<file path="src/hs_timing_pkg.sv">
package hs_timing_pkg;
    // printed offsets are not multiples of four: byte address = 4 * index
    localparam logic [7:0]  IDX_HS_ZERO   = 8'h45;
    localparam logic [7:0]  IDX_HS_TRAIL  = 8'h46;
    localparam logic [7:0]  IDX_HS_EXIT   = 8'h47;
    localparam logic [7:0]  IDX_PLX       = 8'h48;
    localparam int          NUM_PARAMS    = 4;
    localparam int          ADDR_W        = 10;
    localparam int          VAL_W         = 7;
    localparam int          OV_BIT        = 7;
    localparam logic [6:0]  VAL_RESET     = 7'h00;
    localparam logic        OV_RESET      = 1'b0;
    localparam logic [31:0] UNMAPPED_DATA = 32'h0000_0000;
endpackage : hs_timing_pkg

</file>
<file path="src/csi_hs_timing_override_regs.sv">
// Our own choice: the APB slave port.
`timescale 1ns/10ps
// Notes on behaviour
// - hs-zero uses automatic value unless override bit set, then field.
// - hs-trail uses automatic value unless override bit set, then field.
// - hs-exit uses automatic value unless override bit set, then field.
// - plx uses automatic value unless override bit set, then field.
// - override clear: value field reads current automatic value, ignores.
// - override set: value field writable, reads back stored override.
module csi_hs_timing_override_regs
(
    input  wire logic                             pclk,
    input  wire logic                             presetn,
    input  wire logic                             clk_en,
    input  wire logic                             psel,
    input  wire logic                             penable,
    input  wire logic                             pwrite,
    input  wire logic [hs_timing_pkg::ADDR_W-1:0] paddr,
    input  wire logic [31:0]                      pwdata,
    input  wire logic [3:0]                       pstrb,
    output logic      [31:0]                      prdata,
    output logic                                  pready,
    output logic                                  pslverr,
    input  wire logic [hs_timing_pkg::VAL_W-1:0]  hs_zero_auto,
    input  wire logic [hs_timing_pkg::VAL_W-1:0]  hs_trail_auto,
    input  wire logic [hs_timing_pkg::VAL_W-1:0]  hs_exit_auto,
    input  wire logic [hs_timing_pkg::VAL_W-1:0]  plx_auto,
    output logic      [hs_timing_pkg::VAL_W-1:0]  hs_zero_value,
    output logic      [hs_timing_pkg::VAL_W-1:0]  hs_trail_value,
    output logic      [hs_timing_pkg::VAL_W-1:0]  hs_exit_value,
    output logic      [hs_timing_pkg::VAL_W-1:0]  plx_value,
    output logic                                  hs_zero_override_select,
    output logic                                  hs_trail_override_select,
    output logic                                  hs_exit_override_select,
    output logic                                  plx_override_select
);
    import hs_timing_pkg::*;

    logic [VAL_W-1:0] auto_val   [NUM_PARAMS];
    logic [VAL_W-1:0] eff_val    [NUM_PARAMS];
    logic [VAL_W-1:0] ovr_val_ff [NUM_PARAMS];
    logic             ovr_sel_ff [NUM_PARAMS];
    logic [7:0]       reg_byte   [NUM_PARAMS];
    logic [NUM_PARAMS-1:0] hit;
    logic [7:0]       idx_tab    [NUM_PARAMS];
    logic [7:0]       rd_lane    [NUM_PARAMS];
    logic [7:0]       rd_byte;
    logic [31:0]      nxt_rdata;
    logic [31:0]      rdata_ff;

    wire        wr_fire  = clk_en && psel && penable && pwrite;
    wire        rd_fire  = clk_en && psel && penable && !pwrite;
    wire        rd_cap   = clk_en && psel && !penable && !pwrite;
    wire [7:0]  reg_idx  = paddr[ADDR_W-1:2];
    wire        aligned  = (paddr[1:0] == 2'b00);
    wire        mapped   = aligned && (hit != '0);

    assign auto_val[0] = hs_zero_auto;
    assign auto_val[1] = hs_trail_auto;
    assign auto_val[2] = hs_exit_auto;
    assign auto_val[3] = plx_auto;
    assign idx_tab[0]  = IDX_HS_ZERO;
    assign idx_tab[1]  = IDX_HS_TRAIL;
    assign idx_tab[2]  = IDX_HS_EXIT;
    assign idx_tab[3]  = IDX_PLX;

    // zero-wait slave; auto values come from same-clock timing logic
    assign pready  = 1'b1;
    assign pslverr = psel && penable && !mapped;

    genvar g;
    generate
        for (g = 0; g < NUM_PARAMS; g++) begin : g_param
            assign hit[g] = aligned && (reg_idx == idx_tab[g]);
            wire wr_g = wr_fire && hit[g] && pstrb[0];
            // override selects between auto and stored value
            assign eff_val[g] = ovr_sel_ff[g] ? ovr_val_ff[g]
                                              : auto_val[g];
            // field reads the live timing in either mode
            assign reg_byte[g] = {ovr_sel_ff[g], eff_val[g]};
            assign rd_lane[g]  = hit[g] ? reg_byte[g] : 8'h00;
            always_ff @(posedge pclk or negedge presetn) begin
                if (!presetn) begin
                    ovr_sel_ff[g] <= OV_RESET;
                    ovr_val_ff[g] <= VAL_RESET;
                end else if (wr_g) begin
                    ovr_sel_ff[g] <= pwdata[OV_BIT];
                    // value kept even when bit clear; auto unaffected
                    ovr_val_ff[g] <= pwdata[VAL_W-1:0];
                end
            end
        end
    endgenerate

    // or of the lanes is safe: at most one index matches
    assign rd_byte   = rd_lane[0] | rd_lane[1] | rd_lane[2] | rd_lane[3];
    assign nxt_rdata = rd_cap ? {24'h00_0000, rd_byte} : UNMAPPED_DATA;
    assign prdata    = rdata_ff;

    // caught at setup: data leaves a flop, auto value is one cycle old
    always_ff @(posedge pclk or negedge presetn) begin
        if (!presetn) begin
            rdata_ff <= UNMAPPED_DATA;
        end else if (clk_en) begin
            rdata_ff <= nxt_rdata;
        end
    end

    assign hs_zero_value            = eff_val[0];
    assign hs_trail_value           = eff_val[1];
    assign hs_exit_value            = eff_val[2];
    assign plx_value                = eff_val[3];
    assign hs_zero_override_select  = ovr_sel_ff[0];
    assign hs_trail_override_select = ovr_sel_ff[1];
    assign hs_exit_override_select  = ovr_sel_ff[2];
    assign plx_override_select      = ovr_sel_ff[3];

    property p_zero_sel;
        @(posedge pclk) disable iff (!presetn)
        hs_zero_override_select |-> hs_zero_value == ovr_val_ff[0];
    endproperty
    a_zero_sel: assert property (p_zero_sel)
        else $error("hs zero override not applied");

    property p_zero_auto;
        @(posedge pclk) disable iff (!presetn)
        !hs_zero_override_select |-> hs_zero_value == hs_zero_auto;
    endproperty
    a_zero_auto: assert property (p_zero_auto)
        else $error("hs zero auto not used");

    property p_trail;
        @(posedge pclk) disable iff (!presetn)
        hs_trail_value == (hs_trail_override_select ? ovr_val_ff[1]
                                                     : hs_trail_auto);
    endproperty
    a_trail: assert property (p_trail)
        else $error("hs trail select wrong");

    property p_exit;
        @(posedge pclk) disable iff (!presetn)
        hs_exit_value == (hs_exit_override_select ? ovr_val_ff[2]
                                                   : hs_exit_auto);
    endproperty
    a_exit: assert property (p_exit)
        else $error("hs exit select wrong");

    property p_plx;
        @(posedge pclk) disable iff (!presetn)
        plx_value == (plx_override_select ? ovr_val_ff[3] : plx_auto);
    endproperty
    a_plx: assert property (p_plx)
        else $error("plx select wrong");

    property p_rd_auto;
        @(posedge pclk) disable iff (!presetn)
        (rd_fire && hit[0] && !ovr_sel_ff[0] && $past(clk_en))
            |-> prdata == {24'h00_0000, 1'b0, $past(hs_zero_auto)};
    endproperty
    a_rd_auto: assert property (p_rd_auto)
        else $error("read of auto value wrong");

    property p_wr_back;
        @(posedge pclk) disable iff (!presetn)
        (wr_fire && hit[1] && pstrb[0] && pwdata[OV_BIT])
            |=> hs_trail_override_select
                && hs_trail_value == $past(pwdata[VAL_W-1:0]);
    endproperty
    a_wr_back: assert property (p_wr_back)
        else $error("override readback wrong");

    property p_keep_auto;
        @(posedge pclk) disable iff (!presetn)
        (wr_fire && hit[2] && pstrb[0] && !pwdata[OV_BIT])
            |=> !hs_exit_override_select
                && hs_exit_value == hs_exit_auto;
    endproperty
    a_keep_auto: assert property (p_keep_auto)
        else $error("write with bit clear changed timing");

    property p_zero_wr_back;
        @(posedge pclk) disable iff (!presetn)
        (wr_fire && hit[0] && pstrb[0] && pwdata[OV_BIT])
            |=> hs_zero_override_select
                && hs_zero_value == $past(pwdata[VAL_W-1:0]);
    endproperty
    a_zero_wr_back: assert property (p_zero_wr_back)
        else $error("hs zero override not stored");

    property p_exit_wr_back;
        @(posedge pclk) disable iff (!presetn)
        (wr_fire && hit[2] && pstrb[0] && pwdata[OV_BIT])
            |=> hs_exit_override_select
                && hs_exit_value == $past(pwdata[VAL_W-1:0]);
    endproperty
    a_exit_wr_back: assert property (p_exit_wr_back)
        else $error("hs exit override not stored");

    property p_plx_wr_back;
        @(posedge pclk) disable iff (!presetn)
        (wr_fire && hit[3] && pstrb[0] && pwdata[OV_BIT])
            |=> plx_override_select
                && plx_value == $past(pwdata[VAL_W-1:0]);
    endproperty
    a_plx_wr_back: assert property (p_plx_wr_back)
        else $error("plx override not stored");

    property p_trail_rd_auto;
        @(posedge pclk) disable iff (!presetn)
        (rd_fire && hit[1] && !ovr_sel_ff[1] && $past(clk_en))
            |-> prdata == {24'h00_0000, 1'b0, $past(hs_trail_auto)};
    endproperty
    a_trail_rd_auto: assert property (p_trail_rd_auto)
        else $error("hs trail auto readback wrong");

    property p_exit_rd_auto;
        @(posedge pclk) disable iff (!presetn)
        (rd_fire && hit[2] && !ovr_sel_ff[2] && $past(clk_en))
            |-> prdata == {24'h00_0000, 1'b0, $past(hs_exit_auto)};
    endproperty
    a_exit_rd_auto: assert property (p_exit_rd_auto)
        else $error("hs exit auto readback wrong");

    property p_plx_rd_auto;
        @(posedge pclk) disable iff (!presetn)
        (rd_fire && hit[3] && !ovr_sel_ff[3] && $past(clk_en))
            |-> prdata == {24'h00_0000, 1'b0, $past(plx_auto)};
    endproperty
    a_plx_rd_auto: assert property (p_plx_rd_auto)
        else $error("plx auto readback wrong");

    property p_zero_rd_ovr;
        @(posedge pclk) disable iff (!presetn)
        (rd_fire && hit[0] && ovr_sel_ff[0] && $past(clk_en))
            |-> prdata == {24'h00_0000, 1'b1, ovr_val_ff[0]};
    endproperty
    a_zero_rd_ovr: assert property (p_zero_rd_ovr)
        else $error("hs zero override readback wrong");

    property p_trail_rd_ovr;
        @(posedge pclk) disable iff (!presetn)
        (rd_fire && hit[1] && ovr_sel_ff[1] && $past(clk_en))
            |-> prdata == {24'h00_0000, 1'b1, ovr_val_ff[1]};
    endproperty
    a_trail_rd_ovr: assert property (p_trail_rd_ovr)
        else $error("hs trail override readback wrong");

    property p_exit_rd_ovr;
        @(posedge pclk) disable iff (!presetn)
        (rd_fire && hit[2] && ovr_sel_ff[2] && $past(clk_en))
            |-> prdata == {24'h00_0000, 1'b1, ovr_val_ff[2]};
    endproperty
    a_exit_rd_ovr: assert property (p_exit_rd_ovr)
        else $error("hs exit override readback wrong");

    property p_plx_rd_ovr;
        @(posedge pclk) disable iff (!presetn)
        (rd_fire && hit[3] && ovr_sel_ff[3] && $past(clk_en))
            |-> prdata == {24'h00_0000, 1'b1, ovr_val_ff[3]};
    endproperty
    a_plx_rd_ovr: assert property (p_plx_rd_ovr)
        else $error("plx override readback wrong");

    property p_zero_keep_auto;
        @(posedge pclk) disable iff (!presetn)
        (wr_fire && hit[0] && pstrb[0] && !pwdata[OV_BIT])
            |=> !hs_zero_override_select
                && hs_zero_value == hs_zero_auto;
    endproperty
    a_zero_keep_auto: assert property (p_zero_keep_auto)
        else $error("hs zero write with bit clear changed timing");

    property p_trail_keep_auto;
        @(posedge pclk) disable iff (!presetn)
        (wr_fire && hit[1] && pstrb[0] && !pwdata[OV_BIT])
            |=> !hs_trail_override_select
                && hs_trail_value == hs_trail_auto;
    endproperty
    a_trail_keep_auto: assert property (p_trail_keep_auto)
        else $error("hs trail write with bit clear changed timing");

    property p_plx_keep_auto;
        @(posedge pclk) disable iff (!presetn)
        (wr_fire && hit[3] && pstrb[0] && !pwdata[OV_BIT])
            |=> !plx_override_select
                && plx_value == plx_auto;
    endproperty
    a_plx_keep_auto: assert property (p_plx_keep_auto)
        else $error("plx write with bit clear changed timing");

    property p_gate_freeze;
        @(posedge pclk) disable iff (!presetn)
        !clk_en |=> $stable({hs_zero_override_select,
                             hs_trail_override_select,
                             hs_exit_override_select,
                             plx_override_select})
                    && $stable({ovr_val_ff[0], ovr_val_ff[1],
                                ovr_val_ff[2], ovr_val_ff[3]})
                    && $stable(prdata);
    endproperty
    a_gate_freeze: assert property (p_gate_freeze)
        else $error("state moved while clock enable low");

    property p_rd_idle;
        @(posedge pclk) disable iff (!presetn)
        (!(psel && penable) && $past(clk_en)) |-> prdata == UNMAPPED_DATA;
    endproperty
    a_rd_idle: assert property (p_rd_idle)
        else $error("read data showing outside an access");
endmodule : csi_hs_timing_override_regs

</file>
<file path="config.mk">
export PLATFORM = sky130hd
export DESIGN_NAME = csi_hs_timing_override_regs
export DESIGN_NICKNAME = d
export VERILOG_FILES = /design/src/hs_timing_pkg.sv /design/src/csi_hs_timing_override_regs.sv
export SDC_FILE = /design/constraint.sdc
export NUM_CORES = 1
export LEC_CHECK = 0
export BUFFER_PORTS_ARGS = -buffer_cell sky130_fd_sc_hd__buf_2
export CAP_MARGIN = 20
export CORE_ASPECT_RATIO = 1.1
export CORE_UTILIZATION = 37
export DETAILED_ROUTE_END_ITERATION = 7
export PLACE_DENSITY = 0.7
export SLEW_MARGIN = 20
export SYNTH_ARGS = -nofsm -noshare
export SYNTH_HDL_FRONTEND = slang
export SYNTH_SLANG_ARGS = --single-unit
export TNS_END_PERCENT = 10
</file>
<file path="constraint.sdc">
create_clock -name pclk -period 2.1 [get_ports pclk]
set_clock_uncertainty 0.1 [all_clocks]
set_input_delay 0.42 -clock pclk [delete_from_list [all_inputs] [get_ports pclk]]
set_output_delay 0.42 -clock pclk [all_outputs]
set_load 0.02 [all_outputs]
</file>
==> metrics.txt <==
run status finished, final reports clean; Starting Density 38.6%; clk sinks 40; Primary FF master, synth dfrtp_1; Worst Setup Path Type reg2out; CTS tree built; PwrDens about 540 nW/um^2; drt total wl between 6 and 7 mm; sequential cell area ~1000 sq um; WL/cell ~16 um; post-layout min period 2.05 ns; Congestion Overflow GR 0; VDD IR-drop max about 0.00032 V; initial antenna violation count 0; n_diodes 0; Inst Count DP between 300 and 400; H-tree depth 2; die area 6830 sq um; pin count of the biggest net entering global routing between 40 and 50; crit share post-route a little over nine tenths; MaxCap Viol Count 0; vias in the first global route between 1500 and 2000; Tot GR Track Use about a fifth; post-CTS sizing 0; Core ar. around 6200 sq um; Final Max Tran Viols 0; Setup-failing EPs final 0; Async S/R FF share, synth 100%; I/O Buffers 93; dpl ws 0.00196 ns; leak pwr 1.67 nW; first-pass GRT wire length a little under 10 mm; Clock Latency Late Sink 0.30 ns; Cells after Synth a little over 200; reg2reg setup slack 0.27 ns; first drt pass iteration count 5; Worst Setup Start Kind register; Die H roughly 87 um; Cell Area, Synth 2400 sq um; Worst-Margin Slew approximately 0.52 ns; Core Rows 30; RSZ-0062 raised after global routing no; Final Wtd Congestion roughly 0.81; post-route ant nets 0; FF-to-FF Start hs_zero_override_select$_DFFE_PN0P_; endpoint of the worst-slack reg-to-reg timing path prdata[3]$_DFFE_PN0P_; final-report hold violation count 0; IO Count 146; Synth area leader dfrtp_1; sequential area share after synthesis a little over two fifths; #FFs+latches synth 40; Setup Buffers After CTS 0; syn avg cell area 11.7 sq um; Power, Total 1.67 mW; required time of the critical path ~1.6 ns; Rel. slew slack 65.5%; Yosys Warn Count 0; DRC Markers 0; routed vias/inst about 5; crit path DAT 1.53 ns; Max Clock Freq 0.488 GHz; number of enable flip-flop cells after synthesis 0; Root Driver clkbuf_8; Hold Path Class in2async; cells on worst reg2reg path 4; Critical Path Sink Type output port; DIE WIDTH between 70 and 80 um; drt first-iter violations 60; area occupied by multi-input gates 1250 sq um; top post-synthesis cells by area dfrtp_1 42%, mux2_2 24%, buf_4 7.8%, mux2_4 5.0%, nor2_1 3.1%; FILL cells about 610; post-synth top area share a little over two fifths; via count between 1500 and 2000; post-route setup TNS 0 ns; Distinct cells, synth 34; critical path fanouts, max 10; area added between synthesis and finish 28.5%; CTS Buffer Depth 2; nets a little under 400; Finished Layout Cells ~400; layout cells sized above 1 between 60% and 70%; DP HPWL 4.78 mm; Clk pin slew, worst setup/hold paths 0.08 ns; CTS buffer count 5; final worst setup slack 0.0494 ns; CTS Hold Bufs 0
[worst max path at each step]
stage | start | endpoint | slack [ns] | cells after the start
CTS | hs_trail_override_select$_DFFE_PN0P_ | hs_trail_value[1] | 0.01 | 2
finish | hs_zero_override_select$_DFFE_PN0P_ | hs_zero_value[6] | 0.05 | 2
floorplan | paddr[7] | hs_exit_override_select$_DFFE_PN0P_ | 0.15 | 5
global placement | paddr[7] | ovr_val_ff[7]$_DFFE_PN0P_ | 0.004 | 6
global route | hs_zero_override_select$_DFFE_PN0P_ | hs_zero_value[5] | 0.007 | 2
detailed placement | paddr[7] | ovr_val_ff[8]$_DFFE_PN0P_ | 0.002 | 6
[metrics by stage]
stage	utilization [%]	hold WS, ns	instance area [sq um]
global placement	47.8	0.372	2980
global route	49.6	0.115	3090
detailed placement	47.8	0.378	2980
finish	49.6	0.0764	3090
floorplan	-	0.0244	2490
CTS	49.6	0.0922	3090
[flip-flops by register name, summed over array words and instances, names as in the netlist]
register,flops
ovr_val_ff,28
hs_trail_override_select,1
hs_exit_override_select,1
hs_zero_override_select,1
prdata,8
plx_override_select,1
[power breakdown]
group	switching (mW)	leakage [nW]	total, mW	internal [mW]
sequential	0.000821	0.556	0.771	0.770
clock	0.276	0.0552	0.629	0.353
combinational	0.174	1.06	0.274	0.100
[cell usage in the layout (no fill, tap or decap), types with 2 or more instances in the layout]
| cell | synthesis | routed |
|---|---|---|
| buf_2 | 1 | 93 |
| mux2_2 | 52 | 52 |
| dfrtp_1 | 40 | 38 |
| conb_1 | 2 | 25 |
| buf_4 | 25 | 21 |
| nor2_1 | 20 | 20 |
| mux2_4 | 8 | 8 |
| a32oi_1 | 6 | 6 |
| nor4_1 | 6 | 6 |
| a211o_1 | 6 | 6 |
| clkbuf_8 | 0 | 5 |
| nand2_1 | 3 | 3 |
| o21ai_0 | 3 | 3 |
| nor2b_1 | 2 | 2 |
| nand3_1 | 2 | 2 |
| mux2i_1 | 2 | 2 |
| a32o_1 | 2 | 2 |
| a22oi_1 | 2 | 2 |
| dfrtp_2 | 0 | 2 |
[Yosys cell counts (all sizes together) (2+ instances only)]
cell type,n
clkbuf,7
nor4,6
mux2i,2
a32o,2
a32oi,6
nand2,3
o21ai,3
a22oi,2
nand3,2
a211o,6
nor2b,2
conb,2
buf,28
mux2,60
nor4b,2
dfrtp,40
nor2,21
[layout make-up]
class	instances	area share (%)
Sequential cell	40	32.5
Tap cell	80	3.24
Clock buffer	6	2.35
Clock inverter	2	1.13
Multi-Input combinational cell	151	40.4
Timing Repair Buffer	114	20.2
Inverter	2	0.243
[per-layer routing]
metal,wire length (um),global-route usage [%],vias up
met3,375,3.26,7
met4,70,6.94,0
met2,3120,32.3,92
li1,-,-,915
met5,0,0,-
met1,2820,26.0,940
[critical path, stage by stage (launching register included)]
cell	delay, ns
dfrtp_1	0.65
mux2_2	0.42
buf_2	0.17
[kinds of logic (layout without fill, tap and decap cells)]
family | count (synthesis) | count (layout) | synth area share (%)
buffers and inverters | 37 | 124 | 10.0
and+or+nand+nor | 44 | 44 | 11.2
muxes | 62 | 62 | 30.2
AOI/OAI and AO/OA | 20 | 20 | 6.66
other | 2 | 25 | 0.312
DFF | 40 | 40 | 41.6
No activity file was read; power rests on OpenSTA's default activity.
